--- src/acs_pkg.sv ---
// Shared constants and types of the converter sequencer.
package acs_pkg;

  // ----------------------------------------------------------------------
  // Clock rates and conversion timing
  // ----------------------------------------------------------------------
  localparam int unsigned SYS_HZ = 100_000_000;
  localparam int unsigned CONV_HZ = 8_000_000;
  localparam logic [6:0] TICK_STEP = 7'(CONV_HZ / 1_000_000);
  localparam logic [6:0] TICK_WRAP = 7'(SYS_HZ / 1_000_000);
  localparam logic [5:0] PREP_TICKS = 6'h03;
  localparam logic [5:0] MUX_TICKS = 6'h02;
  localparam logic [5:0] QUARTER_TICKS = 6'h20;
  localparam logic [5:0] FINE_TICKS = 6'h21;
  localparam logic [7:0] TOTAL_TICKS = 8'ha6;

  // ----------------------------------------------------------------------
  // Serial word layout
  // ----------------------------------------------------------------------
  localparam int unsigned WORD_BITS = 16;
  localparam int unsigned DATA_BITS = 10;
  localparam int unsigned ADDR_BITS = 5;
  localparam int unsigned WR_BIT = 15;
  localparam int unsigned ADDR_LSB = 10;
  localparam logic [3:0] LAST_BIT = 4'hf;
  localparam logic [3:0] ADDR_DONE_BIT = 4'h6;
  localparam logic [4:0] RESULT_ADDR_FIRST = 5'h01;
  localparam logic [4:0] RESULT_ADDR_LAST = 5'h03;
  localparam int unsigned RESULT_REGS = 3;

  typedef enum logic [3:0]
  {
    ACS_IDLE = 4'h0,
    ACS_PREP = 4'h1,
    ACS_MUX = 4'h2,
    ACS_SETTLE1 = 4'h3,
    ACS_INTEG1 = 4'h4,
    ACS_SETTLE2 = 4'h5,
    ACS_INTEG2 = 4'h6,
    ACS_FINE = 4'h7,
    ACS_STORE = 4'h8
  } acs_phase_t;

  typedef struct packed {
    logic cs_n;
    logic sclk_rise;
    logic sclk_fall;
    logic mosi;
  } acs_link_t;

  typedef struct packed {
    logic integrate;
    logic fine;
    logic input_polarity_switch;
    logic amplifier_polarity_switch;
  } acs_front_t;

endpackage : acs_pkg

--- src/acs_pin_sync.sv ---
// Two-stage synchroniser with edge detection for link pins.
`timescale 1ns/100ps
module acs_pin_sync #(
  parameter int W = 3
) (
  input wire logic sys_clk, // System clock.
  input wire logic rst_n, // Asynchronous reset, active low.
  input wire logic [W-1:0] pin_in, // Raw pins from outside.
  output logic [W-1:0] level, // Synchronised level.
  output logic [W-1:0] rise, // One-cycle pulse on a rising edge.
  output logic [W-1:0] fall // One-cycle pulse on a falling edge.
);

  typedef struct packed {
    logic [W-1:0] s1;
    logic [W-1:0] s2;
    logic [W-1:0] s3;
  } acs_sync_t;

  acs_sync_t st_reg;
  acs_sync_t st_next;

  always_comb
  begin
    st_next = st_reg;
    st_next.s1 = pin_in;
    st_next.s2 = st_reg.s1;
    st_next.s3 = st_reg.s2;
  end

  always_ff @(posedge sys_clk or negedge rst_n)
  begin
    if (!rst_n)
      st_reg <= '0;
    else
      st_reg <= st_next;
  end

  // Edges compare stages two and three; the first stage feeds stage two only.
  assign level = st_reg.s2;
  assign rise = st_reg.s2 & ~st_reg.s3;
  assign fall = ~st_reg.s2 & st_reg.s3;

endmodule : acs_pin_sync

--- src/acs_sequencer.sv ---
// Conversion sequencer with its serial front end and result registers.
// Operation
// The converter delivers a ten-bit differential result.
// Only a host write to a result register starts a conversion.
// Conversion runs 128 integration then 33 fine cycles at 8 MHz.
// Integration opens with 32 settling cycles, then 32 integrating cycles.
// Polarity reverses, then 32 settling and 32 integrating cycles follow.
// In the 33 fine cycles input changes no longer affect the result.
// After all 166 cycles the result is latched for the host.
// The multiplexer routes the requested channel to the converter.
// The stored result is unsigned, 0 to 1023, linear over full scale.
// Any conversion delays short detection since switches are shared.
// An offset reading of a load channel delays its detection further.
// Amplifier and input polarity swap halfway through integration.
// Each load channel has a chopped comparator with its own threshold.
// The host alone decides when conversions take place.
// The host subtracts offsets using 16-bit signed arithmetic.
// Link idles clock high, samples rising edges, MSB first, 16-bit words.
// A write takes effect on each 16th rising edge; surplus is ignored.
// Register space is 32 words of ten data bits.
// A result register holds its value until a new conversion completes.
`timescale 1ns/100ps
module acs_sequencer #(
  parameter int CHANNELS = 5,
  parameter int THR_BITS = 4,
  parameter logic [9:0] OFS_CHAN_BASE = 10'h010,
  parameter logic [7:0] SC_EXTRA_TICKS = 8'h40
) (
  input wire logic sys_clk, // System clock, 100 MHz.
  input wire logic rst_n, // Asynchronous reset, active low.
  input wire logic link_sclk, // Serial clock pin, idles high.
  input wire logic link_cs_n, // Serial select pin, active low.
  input wire logic link_mosi, // Serial data from the host.
  output logic link_miso, // Serial data to the host.
  output logic link_miso_oe, // High while the block drives the data pin.
  input wire logic [9:0] conv_code, // Code from the analog converter.
  input wire logic [CHANNELS*THR_BITS-1:0] thr_cfg, // Threshold settings.
  output logic [9:0] mux_sel, // Channel routed to the converter.
  output acs_pkg::acs_front_t front, // Analog phase and switch controls.
  output logic conv_busy, // Conversion in progress.
  output logic sc_blank, // Short detection held off, all channels.
  output logic [CHANNELS-1:0] sc_extra_blank, // Extra hold-off per channel.
  output logic sc_chop, // Comparator chopper phase.
  output logic [CHANNELS*THR_BITS-1:0] short_threshold_reference // Refs.
);

  // ----------------------------------------------------------------------
  // State
  // ----------------------------------------------------------------------
  localparam int RESULT_REGS_W = acs_pkg::RESULT_REGS;
  typedef struct packed {
    logic [15:0] rx;
    logic [15:0] tx;
    logic [3:0] bit_cnt;
    logic miso;
    logic [6:0] acc;
    acs_pkg::acs_phase_t phase;
    logic [5:0] cnt;
    logic [1:0] slot;
    logic [9:0] chan;
    logic pol;
    logic [RESULT_REGS_W-1:0][9:0] conversion_result_register;
    logic [CHANNELS-1:0] extra_mask;
    logic [7:0] extra_cnt;
    logic [4:0] chop_cnt;
    logic [CHANNELS*THR_BITS-1:0] thr;
  } acs_state_t;

  acs_state_t st_reg;
  acs_state_t st_next;
  acs_pkg::acs_link_t lk;
  logic [2:0] sync_level;
  logic [2:0] sync_rise;
  logic [2:0] sync_fall;
  logic tick;
  logic [15:0] word;
  logic [4:0] word_addr;
  logic wr_apply;
  logic start_req;
  logic [1:0] rd_slot;

  acs_pin_sync #(.W(3)) u_sync (
    .sys_clk(sys_clk),
    .rst_n(rst_n),
    .pin_in({~link_sclk, ~link_cs_n, link_mosi}),
    .level(sync_level),
    .rise(sync_rise),
    .fall(sync_fall)
  );

  // Clock and select idle high, so they pass the synchroniser inverted.
  // Its zero reset then equals their idle level and no false edge follows.
  assign lk.cs_n = ~sync_level[1];
  assign lk.sclk_rise = sync_fall[2] & sync_level[1];
  assign lk.sclk_fall = sync_rise[2] & sync_level[1];
  assign lk.mosi = sync_level[0];

  function automatic logic [5:0] phase_len(acs_pkg::acs_phase_t p);
    unique case (p)
      acs_pkg::ACS_PREP: phase_len = acs_pkg::PREP_TICKS;
      acs_pkg::ACS_MUX: phase_len = acs_pkg::MUX_TICKS;
      acs_pkg::ACS_FINE: phase_len = acs_pkg::FINE_TICKS;
      default: phase_len = acs_pkg::QUARTER_TICKS;
    endcase
  endfunction : phase_len

  // ----------------------------------------------------------------------
  // Next state
  // ----------------------------------------------------------------------
  assign tick = (st_reg.acc + acs_pkg::TICK_STEP) >= acs_pkg::TICK_WRAP;
  assign word = {st_reg.rx[14:0], lk.mosi};
  assign word_addr = word[acs_pkg::ADDR_LSB +: acs_pkg::ADDR_BITS];
  // Each sixteenth rising edge completes a word; a partial tail never does.
  assign wr_apply = lk.sclk_rise && st_reg.bit_cnt == acs_pkg::LAST_BIT
    && word[acs_pkg::WR_BIT];
  // Writes during a conversion are dropped so a running reading completes.
  assign start_req = wr_apply && st_reg.phase == acs_pkg::ACS_IDLE
    && word_addr >= acs_pkg::RESULT_ADDR_FIRST
    && word_addr <= acs_pkg::RESULT_ADDR_LAST;
  assign rd_slot = 2'(st_reg.rx[4:0] - acs_pkg::RESULT_ADDR_FIRST);

  always_comb
  begin
    st_next = st_reg;
    st_next.thr = thr_cfg;
    st_next.chop_cnt = st_reg.chop_cnt + (tick ? 5'h01 : 5'h00);
    st_next.acc = tick ? 7'(st_reg.acc + acs_pkg::TICK_STEP
      - acs_pkg::TICK_WRAP) : 7'(st_reg.acc + acs_pkg::TICK_STEP);
    // Serial receive and transmit.
    if (lk.cs_n)
    begin
      st_next.bit_cnt = '0;
      st_next.tx = '0;
      st_next.miso = 1'b0;
    end
    else
    begin
      if (lk.sclk_rise)
      begin
        st_next.rx = word;
        st_next.bit_cnt = st_reg.bit_cnt + 4'h1;
      end
      if (lk.sclk_fall)
      begin
        if (st_reg.bit_cnt == acs_pkg::ADDR_DONE_BIT)
        begin
          if (st_reg.rx[4:0] >= acs_pkg::RESULT_ADDR_FIRST
              && st_reg.rx[4:0] <= acs_pkg::RESULT_ADDR_LAST)
          begin
            st_next.miso = st_reg.conversion_result_register[rd_slot][9];
            st_next.tx = {st_reg.conversion_result_register[rd_slot][8:0], 7'h00};
          end
          else
          begin
            st_next.miso = 1'b0;
            st_next.tx = '0;
          end
        end
        else
        begin
          st_next.miso = st_reg.tx[15];
          st_next.tx = {st_reg.tx[14:0], 1'b0};
        end
      end
    end
    // Conversion phases.
    if (start_req)
    begin
      st_next.phase = acs_pkg::ACS_PREP;
      st_next.cnt = '0;
      st_next.pol = 1'b0;
      st_next.slot = 2'(word_addr - acs_pkg::RESULT_ADDR_FIRST);
      st_next.chan = word[9:0];
    end
    else if (st_reg.phase == acs_pkg::ACS_STORE)
    begin
      st_next.conversion_result_register[st_reg.slot] = conv_code;
      st_next.phase = acs_pkg::ACS_IDLE;
      for (int k = 0; k < CHANNELS; k++)
      begin
        if (st_reg.chan == 10'(OFS_CHAN_BASE + k))
        begin
          st_next.extra_mask = CHANNELS'(1) << k;
          st_next.extra_cnt = SC_EXTRA_TICKS;
        end
      end
    end
    else if (tick && st_reg.phase != acs_pkg::ACS_IDLE)
    begin
      if (st_reg.cnt == 6'(phase_len(st_reg.phase) - 6'h01))
      begin
        st_next.cnt = '0;
        st_next.phase = acs_pkg::acs_phase_t'(st_reg.phase + 4'h1);
        if (st_reg.phase == acs_pkg::ACS_INTEG1)
          st_next.pol = 1'b1;
      end
      else
        st_next.cnt = st_reg.cnt + 6'h01;
    end
    if (st_reg.phase != acs_pkg::ACS_STORE && tick
        && st_reg.extra_mask != '0)
    begin
      if (st_reg.extra_cnt == 8'h00)
        st_next.extra_mask = '0;
      else
        st_next.extra_cnt = st_reg.extra_cnt - 8'h01;
    end
  end

  always_ff @(posedge sys_clk or negedge rst_n)
  begin
    if (!rst_n)
      st_reg <= '0;
    else
      st_reg <= st_next;
  end

  // ----------------------------------------------------------------------
  // Outputs
  // ----------------------------------------------------------------------
  assign link_miso = st_reg.miso;
  assign link_miso_oe = ~lk.cs_n;
  assign mux_sel = st_reg.chan;
  assign conv_busy = st_reg.phase != acs_pkg::ACS_IDLE;
  assign sc_blank = conv_busy;
  assign sc_extra_blank = st_reg.extra_mask;
  // The chopper follows the shared switch while converting.
  assign sc_chop = conv_busy ? st_reg.pol : st_reg.chop_cnt[4];
  assign short_threshold_reference = st_reg.thr;
  assign front.integrate = st_reg.phase == acs_pkg::ACS_INTEG1
    || st_reg.phase == acs_pkg::ACS_INTEG2;
  assign front.fine = st_reg.phase == acs_pkg::ACS_FINE;
  assign front.input_polarity_switch = st_reg.pol;
  assign front.amplifier_polarity_switch = st_reg.pol;

  // ----------------------------------------------------------------------
  // Checks
  // ----------------------------------------------------------------------
  logic [7:0] tick_total;
  always_ff @(posedge sys_clk or negedge rst_n)
  begin
    if (!rst_n)
      tick_total <= '0;
    else if (start_req)
      tick_total <= '0;
    else if (tick && conv_busy && st_reg.phase != acs_pkg::ACS_STORE)
      tick_total <= tick_total + 8'h01;
  end
endmodule : acs_sequencer

--- config.mk ---
export PLATFORM = sky130hd
export DESIGN_NAME = acs_sequencer
export DESIGN_NICKNAME = d
export VERILOG_FILES = /design/src/acs_pkg.sv /design/src/acs_pin_sync.sv /design/src/acs_sequencer.sv
export SDC_FILE = /design/constraint.sdc
export NUM_CORES = 1
export LEC_CHECK = 0
export BUFFER_PORTS_ARGS = -buffer_cell sky130_fd_sc_hd__buf_4
export CAP_MARGIN = 20
export CORE_UTILIZATION = 41
export DETAILED_ROUTE_END_ITERATION = 8
export GPL_ROUTABILITY_DRIVEN = 0
export GPL_TIMING_DRIVEN = 0
export SLEW_MARGIN = 20
export SYNTH_ARGS = -nofsm -noshare
export SYNTH_HDL_FRONTEND = slang
export SYNTH_SLANG_ARGS = --single-unit
export TNS_END_PERCENT = 5
--- constraint.sdc ---
create_clock -name sys_clk -period 3.6 [get_ports sys_clk]
set_input_delay 0.18 -clock sys_clk [delete_from_list [all_inputs] [get_ports sys_clk]]
set_output_delay 0.18 -clock sys_clk [all_outputs]
set_load 0.01 [all_outputs]
==> results of run 1 <==
-- where the power goes --
group / switching (mW) / internal, mW / total (mW)
sequential: 0.0461 / 1.55 / 1.60
combinational: 0.158 / 0.187 / 0.346
clock: 0.668 / 1.14 / 1.81
total: 0.872 / 2.88 / 3.75
-- final cells by class --
type,count,area [µm²],share of cell area
flip-flops and latches,132,3300,0.421
inverters,19,71.3,0.00909
clock inverters,12,164,0.0209
clock buffers,20,457,0.0582
repair buffers,112,951,0.121
plain buffers,51,349,0.0445
well taps,184,230,0.0293
multi-input cells,304,2320,0.296
-- routing by layer --
layer / wire length (µm) / vias up / track usage
li1: - / 2033 / -
met1: 5250 / 2013 / 0.211
met2: 6170 / 100 / 0.302
met3: 637 / 14 / 0.0609
met4: 144 / 0 / 0.0565
met5: 0 / - / 0
-- per-stage QoR --
step / instance area [µm²] / cells / total power [mW] / worst slack, ns / hold slack (ns)
2_1_floorplan: 6040 / 506 / 1.80 / 0.874 / -0.116
3_5_place_dp: 6890 / 769 / 1.94 / 0.565 / 0.133
6_report: 7850 / 834 / 3.75 / 0.560 / 0.0193
5_1_grt: 7850 / 834 / 3.91 / 0.301 / 0.00109
3_3_place_gp: 6860 / 768 / 1.93 / 0.628 / 0.290
4_1_cts: 7850 / 834 / 3.80 / 0.547 / 0.00694
-- worst min-delay path by stage --
stage | slack, ns | startpoint | endpoint
after CTS | 0.007 | conv_code[8] | st_reg[56]$_DFFE_PN0P_
after detailed placement | 0.13 | rst_n | short_threshold_reference[4]$_DFF_PN0_
final | 0.02 | conv_code[8] | st_reg[56]$_DFFE_PN0P_
after floorplan | -0.12 | rst_n | front[0]$_DFFE_PN0P_
after global routing | 0.001 | conv_code[8] | st_reg[56]$_DFFE_PN0P_
after global placement | 0.29 | thr_cfg[17] | short_threshold_reference[17]$_DFF_PN0_
-- kinds of logic (layout without fill, tap and decap cells) --
logic type | Yosys count | after routing | synth area share
and+or+nand+nor | 118 | 118 | 0.103
xor gates and xnor gates | 12 | 12 | 0.0174
muxes | 66 | 66 | 0.123
adders and majority gates | 20 | 20 | 0.0414
buffers and inverters | 70 | 214 | 0.0696
DFF | 132 | 132 | 0.547
AOI/OAI and AO/OA | 88 | 88 | 0.0994
-- synthesized netlist by cell type (12+ instances only) --
library cell and n:
dfrtp_1 132, mux2_2 64, buf_4 39, o21ai_0 32, a22oi_1 23, nor2_1 23
ha_1 20, nand2_1 20, inv_1 19, nand3_1 14, nor3_1 12
-- worst register-to-register path, stage by stage (launching register included) --
cell	delay (ns)
dfrtp_1	0.43
ha_1	0.24
nor2b_1	0.08
or3_1	0.35
ha_1	0.22
or4_1	0.58
a221oi_4	0.49
and2_2	0.29
nor3_1	0.06
a211oi_1	0.22
==> flow_metrics.tcl, run 1 <==
set metrics [dict create \
    wirelength_mm 12.2 \
    fmax_ghz 0.329 \
    critPathMaxFanout 9 \
    cts_setup_buffers 0 \
    htreeDepth 4 \
    mostFrequentLayoutCells "dfrtp_1, buf_4, mux2_2" \
    post-route-period-util 0.844 \
    r2r_cells 9 \
    crit_family "simple AND/OR/NAND/NOR gates" \
    skew_ns 0.00649 \
    port_buffers 78 \
    num_io_pins 79 \
    synth_nets 561 \
    finalSetupViolCount 0 \
    fp.coreArea_um2 14500 \
    synth-seq-cells 132 \
    diodes 0 \
    timing.critical_path.to "st_reg[87]$_DFFE_PN0P_" \
    grtUsageTotal 0.178 \
    drt-wirelength-per-cell_um 14.6 \
    tightest_slew_ns 1.03 \
    initial_core_util 0.417 \
    async_flop_share 1.00 \
    status "finished clean" \
    grt_pass1_vias 4262 \
    std_cell_rows 44 \
    cts_made_buffers 17 \
    die_x_um 123 \
    drc 0 \
    ys.flop_type "dfrtp_1" \
    rr_endpoint "st_reg[87]$_DFFE_PN0P_" \
    antenna_found_initial 0 \
    startpoint_type "flop" \
    postCtsHoldBufs 33 \
    ff2ff_setup_slack_ns 0.56 \
    largest_reg_flops 88 \
    dr.pass1.iters 4 \
    first_iter_violations 205 \
    timing.final.crit_period_ns 3.04 \
    dp_hpwl_mm 8.07 \
    slew_violations 0 \
    hold_path_depth 2 \
    p_per_area_nw_per_um2 478 \
    yosysSeqAreaShare 0.547 \
    cts-resized-gates 0 \
    synth_edf_count 0 \
    cp_common_cell "ha_1" \
    worstReg2RegStart "st_reg[87]$_DFFE_PN0P_" \
    final_nets 692 \
    crit_required_ns 3.93 \
    slowest_delay_ns 0.58 \
    grt_max_degree 80 \
    crit_start "st_reg[87]$_DFFE_PN0P_" \
    synth_area_per_cell_um2 11.9 \
    crit_buf_inv 0 \
    syn_to_final_growth_pct 29.8 \
    cts.reportedPaths.clkPinSlew_ns 0.06 \
    cts_max_path_buffers 2 \
    synthTopCellsByArea "dfrtp_1, mux2_2, buf_4" \
    die_y_um 123 \
    synth_top_area_cell "dfrtp_1" \
    crit_arrival_ns 3.37 \
    hold_viol 0 \
    cp_cell_sequence "ha_1 -> nor2b_1 -> or3_1 -> ha_1 -> or4_1 -> a221oi_4 -> and2_2 -> nor3_1 -> a211oi_1" \
    setup-tns-final_ns 0 \
    cap_violations 0 \
    ant_nets 0 \
    synth.distinct_cells 50 \
    worstSetupPathType "flop to flop" \
    numClockSinks 132 \
    yosys_warnings 0 \
    worstHoldPathType "input port to flop" \
    synth.top_cell.area_share 0.547 \
    end_kind "flop" \
    syn-cell-area_um2 6040 \
    maxSlewHeadroom 0.307 \
    crit_cells 9 \
    grt_overflow 0 \
    p_leak_nw 3.78 \
    rsz0062_at_grt "no" \
    post-route-util 0.542 \
    layout-drive-gt1-share 0.342 \
    clk_latency_ns 0.42 \
    mostFrequentLayoutCell "dfrtp_1" \
    num-fill-cells 1246 \
    critical_path.slowest_cell "or4_1" \
    via_per_inst 4.99 \
    grt_pass1_wl_mm 20.2 \
    ir_drop_uv 394 \
    vias 4160 \
    synthCells 506 \
    cts_root_buf "clkbuf_16" \
    cts_tree "done" \
    dieArea_um2 15200 \
]
No activity file was read; power rests on OpenSTA's default activity.
==> run 2, diff against run 1 <==
Clock period 3.6 ns to 2.55 ns, I/O delays scaled along.
==> run 2 against run 1 <==
  * The run now ends with design-rule violations, negative setup slack left
  * Critical path depth increased by 2
  * Register-to-register slack got worse by 0.62 ns
  * Clock-buffer cell count decreased by 1
  * Clock skew increased by 0.0026 ns
  * Setup slack got worse by 0.62 ns
  * Global-route usage increased by 0.61 points
  * Maximum frequency increased by 16%
  * Via count increased by 2.3%
  * Wire length increased by 4.0%
  * Largest cell class unchanged
==> flow_metrics.tcl, run 2 (synthesis gave the netlist of run 1 again) <==
set metrics [dict create \
    cts_root_buf "clkbuf_16" \
    timing.final.crit_period_ns 2.61 \
    skew_ns 0.00914 \
    tightest_slew_ns 1.09 \
    p_leak_nw 3.83 \
    grt_pass1_wl_mm 21.0 \
    num_io_pins 79 \
    grt_pass1_vias 4372 \
    worstSetupPathType "flop to flop" \
    antenna_found_initial 0 \
    final_nets 701 \
    dieArea_um2 15200 \
    first_iter_violations 218 \
    fp.coreArea_um2 14500 \
    fin_ws_ns -0.0615 \
    dr.pass1.iters 7 \
    startpoint_type "flop" \
    worstHoldPathType "input port to async pin" \
    instances_no_fill 843 \
    cts_made_buffers 17 \
    fmax_ghz 0.383 \
    mostFrequentLayoutCells "dfrtp_1, buf_4, mux2_2" \
    end_kind "flop" \
    dpl.cell_count 769 \
    critPathMaxFanout 3 \
    crit_arrival_ns 2.91 \
    dp_hpwl_mm 8.34 \
    num-fill-cells 1184 \
    mostFrequentLayoutCell "dfrtp_1" \
    numClockSinks 132 \
    drt-wirelength-per-cell_um 15.1 \
    hold_viol 0 \
    die_y_um 123 \
    cts_max_path_buffers 2 \
    grt_overflow 0 \
    htreeDepth 4 \
    violations "design-rule violations, negative setup slack" \
    ant_nets 0 \
    crit_required_ns 2.85 \
    grtUsageTotal 0.184 \
    layout-drive-gt1-share 0.369 \
    cap_violations 0 \
    std_cell_rows 44 \
    cts_tree "done" \
    post-route-period-util 1.02 \
    clk_latency_ns 0.42 \
    die_x_um 123 \
    finalSetupViolCount 7 \
    cts.reportedPaths.clkPinSlew_ns 0.06 \
    port_buffers 78 \
    status "finished, violations left" \
    rsz0062_at_grt "yes" \
    drc 1 \
    grt_max_degree 94 \
    diodes 0 \
    wirelength_mm 12.7 \
    largest_reg_flops 88 \
    post-route-util 0.552 \
    initial_core_util 0.417 \
    syn_to_final_growth_pct 32.3 \
    slew_violations 0 \
    ir_drop_uv 486 \
    vias 4254 \
    p_per_area_nw_per_um2 659 \
    via_per_inst 5.05 \
    maxSlewHeadroom 0.262 \
]
run 2: cell types whose count changed in the layout (fill, tap and decap cells not counted), sizes merged:
cell         delta
buf             +8
clkinv          +2
clkbuf          -1
dlygate4sd3     +1
inv             -1
run 2: power breakdown:
part	leakage, nW	switching (mW)	internal [mW]
logic	1.84	0.226	0.266
clock network	0.299	0.942	1.58
registers	1.69	0.0696	2.19
total	3.83	1.24	4.03
run 2: critical path, stage by stage (launching register included):
cell and delay [ns]:
dfrtp_1 0.40, inv_2 0.10, ha_4 0.14, nor2_1 0.05, or3_1 0.37, ha_2 0.21
or4_4 0.42, a221oi_4 0.33, buf_4 0.17, o21ai_0 0.08, a22oi_1 0.17, nor2_1 0.05
run 2: final cells by class:
type | instances | area, µm² | share of cell area
sequential | 132 | 3310 | 0.413
buffer | 50 | 344 | 0.0430
timing repair buffer | 122 | 1030 | 0.129
clock inverter | 13 | 169 | 0.0211
inverter | 19 | 71.3 | 0.00892
multi-input combinational | 304 | 2400 | 0.300
clock buffer | 19 | 443 | 0.0554
tap | 184 | 230 | 0.0288
run 2: path summary, 6_finish.rpt:
check                           depth (start not counted)                                      end                         from  slack, ns
worst max register to register                         11                   st_reg[84]$_DFFE_PN0P_       st_reg[88]$_DFFE_PN0P_      -0.06
max in group asynchronous                               3                   st_reg[87]$_DFFE_PN0P_                        rst_n       1.63
worst min-delay path                                    2                     front[0]$_DFFE_PN0P_                        rst_n       0.18
worst max-delay path                                   11                   st_reg[84]$_DFFE_PN0P_       st_reg[88]$_DFFE_PN0P_      -0.06
worst min register to register                          0                u_sync.level[1]$_DFF_PN0_  u_sync.st_next[4]$_DFF_PN0_       0.35
min in group sys_clk                                    2  short_threshold_reference[11]$_DFF_PN0_                  thr_cfg[11]       0.34
run 2: per-layer routing:
| layer | vias up | global-route usage | wire length, µm | part of all wire |
|---|---|---|---|---|
| met3 | 18 | 0.0470 | 561 | 0.044 |
| li1 | 2048 | - | - | - |
| met4 | 0 | 0.0798 | 185 | 0.015 |
| met1 | 2082 | 0.213 | 5510 | 0.43 |
| met2 | 106 | 0.321 | 6440 | 0.51 |
| met5 | - | 0 | 0 | 0 |
run 2: through the flow:
step                hold slack [ns]  instance area, µm²  TNS (ns)  setup WS (ns)  power, mW
finish                        0.183                8000    -0.327        -0.0615       5.27
global route                  0.215                8000     -1.88         -0.174       5.50
CTS                           0.184                7930    -0.182        -0.0644       5.34
detailed placement           0.0334                6900     -5.52         -0.222       2.75
global placement              0.237                6870     -3.95         -0.153       2.73
floorplan                    -0.168                6050         0         0.0648       2.54
run 2: what timing repair did:
action | 4_1_cts | 5_1_grt
endpoints found under the hold margin | 92 | 0
hold buffers | 34 | 0
setup buffers | 6 | 3
gates resized for setup | 9 | 8
setup endpoints to repair | 41 | 29
pin swaps | 5 | 4
==> run 3, diff against run 2 <==
Settings changed: CORE_UTILIZATION 41 to 52, PLACE_DENSITY set to 0.76.
==> run 3 against run 2 <==
  * The run ends with negative setup slack left
  * Critical path depth down 2
  * Die area down 21%
  * Sequential share of layout area up 0.49 points
  * Hold slack better by 0.064 ns
  * Sequential cell count unchanged
  * Clock power down 5%
  * Total power down 2.5%
  * Non-clock buffer count down 6
==> flow_metrics.tcl, run 3 (synthesis gave the netlist of run 1 again) <==
set metrics [dict create \
    mostFrequentLayoutCell "dfrtp_1" \
    post-route-util 0.695 \
    largest_reg_flops 88 \
    cap_violations 0 \
    initial_core_util 0.532 \
    num_io_pins 79 \
    post-route-period-util 1.07 \
    status "finished, violations left" \
    tightest_slew_ns 0.768 \
    final_nets 696 \
    finalSetupViolCount 8 \
    mostFrequentLayoutCells "dfrtp_1, buf_4, mux2_2" \
    crit_start "st_reg[87]$_DFFE_PN0P_" \
    grtUsageTotal 0.228 \
    drt-wirelength-per-cell_um 15.7 \
    crit_arrival_ns 3.01 \
    cts_made_buffers 17 \
    fin_ws_ns -0.166 \
    cts_root_buf "clkbuf_16" \
    worstHoldPathType "input port to async pin" \
    slew_violations 0 \
    p_clk_frac 0.465 \
    critPathMaxFanout 5 \
    cts.reportedPaths.clkPinSlew_ns 0.06 \
    drc 0 \
    rsz0062_at_grt "yes" \
    grt_max_degree 79 \
    ir_drop_uv 892 \
    p_sw_mw 1.23 \
    dpl.cell_count 728 \
    ant_nets 0 \
    timing.final.crit_period_ns 2.72 \
    multi_input_area_um2 2430 \
    layout-drive-gt1-share 0.370 \
    syn_to_final_growth_pct 30.8 \
    num-fill-cells 791 \
    end_kind "flop" \
    crit_family "simple AND/OR/NAND/NOR gates" \
    via_per_inst 5.40 \
    worstSetupPathType "flop to flop" \
    std_cell_rows 39 \
    violations "negative setup slack" \
    worstReg2RegStart "st_reg[87]$_DFFE_PN0P_" \
    diodes 0 \
    critical_path.slowest_cell "or4_4" \
    setup-tns-final_ns -0.755 \
    seq_power_share 0.440 \
    fin_hold_ws_ns 0.246 \
    dp_hpwl_mm 7.85 \
    regArea_um2 3310 \
    crit_buf_inv 0 \
    dieArea_um2 12100 \
    p_int_mw 3.91 \
    p_per_area_nw_per_um2 650 \
    slowest_delay_ns 0.45 \
    dr.pass1.iters 6 \
    vias 4306 \
    first_iter_violations 226 \
    numClockSinks 132 \
    die_y_um 110 \
    htreeDepth 4 \
    fmax_ghz 0.368 \
    maxSlewHeadroom 0.487 \
    grt_overflow 0 \
    swShare 0.239 \
    port_buffers 78 \
    cts_tree "done" \
    instances_no_fill 797 \
    fp.coreArea_um2 11400 \
    antenna_found_initial 0 \
    crit_required_ns 2.84 \
    p_leak_nw 3.78 \
    die_x_um 110 \
    grt_pass1_vias 4382 \
    cp_cell_sequence "ha_4 -> nor2b_1 -> or3_1 -> ha_2 -> or4_4 -> a221oi_4 -> o21ai_0 -> a22oi_1 -> nor2_1" \
    combPwrFrac 0.095 \
    clk_latency_ns 0.41 \
    wirelength_mm 12.5 \
    grt_pass1_wl_mm 20.6 \
    startpoint_type "flop" \
    cts_max_path_buffers 2 \
    hold_viol 0 \
    skew_ns 0.00503 \
]
run 3: path summary, 6_finish.rpt:
path,endpoint,slack [ns],cells after the start
hold reg to reg,u_sync.level[1]$_DFF_PN0_,0.35,0
min in group sys_clk,u_sync.level[1]$_DFF_PN0_,0.35,0
setup reg to reg,st_reg[86]$_DFFE_PN0P_,-0.17,9
hold / removal,st_reg[24]$_DFF_PN0_,0.25,2
setup / recovery,st_reg[86]$_DFFE_PN0P_,-0.17,9
max in group asynchronous,st_reg[53]$_DFFE_PN0P_,1.60,3
run 3: area by class of cell:
class,instances,area share
clock inverters,13,0.0190
plain buffers,50,0.0445
clock buffers,19,0.0548
flip-flops and latches,132,0.418
inverters,19,0.00950
well taps,143,0.0226
multi-input cells,305,0.307
repair buffers,116,0.124
run 3: per-stage QoR:
step                      total power, mW  cell area [µm²]  worst slack, ns
after CTS                            5.18             7840           -0.141
after detailed placement             2.74             6850           -0.247
final                                5.14             7910           -0.166
after global placement               2.72             6820           -0.200
after floorplan                      2.54             6050           0.0648
after global routing                 5.34             7910           -0.222
run 3: routing by layer:
layer / track usage / up-vias / routed length, µm
li1: - / 2036 / -
met1: 0.273 / 2110 / 5150
met2: 0.392 / 146 / 6510
met3: 0.0664 / 14 / 707
met4: 0.0724 / 0 / 150
met5: 0 / - / 0
run 3: worst reg2reg max path: stages (launching register included):
cell and delay, ns:
dfrtp_2 0.44, ha_4 0.19, nor2b_1 0.07, or3_1 0.35
ha_2 0.20, or4_4 0.45, a221oi_4 0.40, o21ai_0 0.18
a22oi_1 0.22, nor2_1 0.08
run 3: power by group through the flow:
| stage | sequential, mW | combinational [mW] | clock, mW |
|---|---|---|---|
| after floorplan | 2.27 | 0.273 | 0 |
| after global placement | 2.29 | 0.431 | 0 |
| after detailed placement | 2.29 | 0.447 | 0 |
| after CTS | 2.26 | 0.493 | 2.43 |
| after global routing | 2.27 | 0.543 | 2.53 |
| final | 2.26 | 0.488 | 2.39 |
run 3: timing repair:
item,in CTS,in global routing
endpoints found under the hold margin,107,0
pin swaps,2,4
gates resized for setup,6,18
setup buffers,3,0
hold buffers,34,0
gates cloned,1,0
endpoints found under the setup margin,45,42
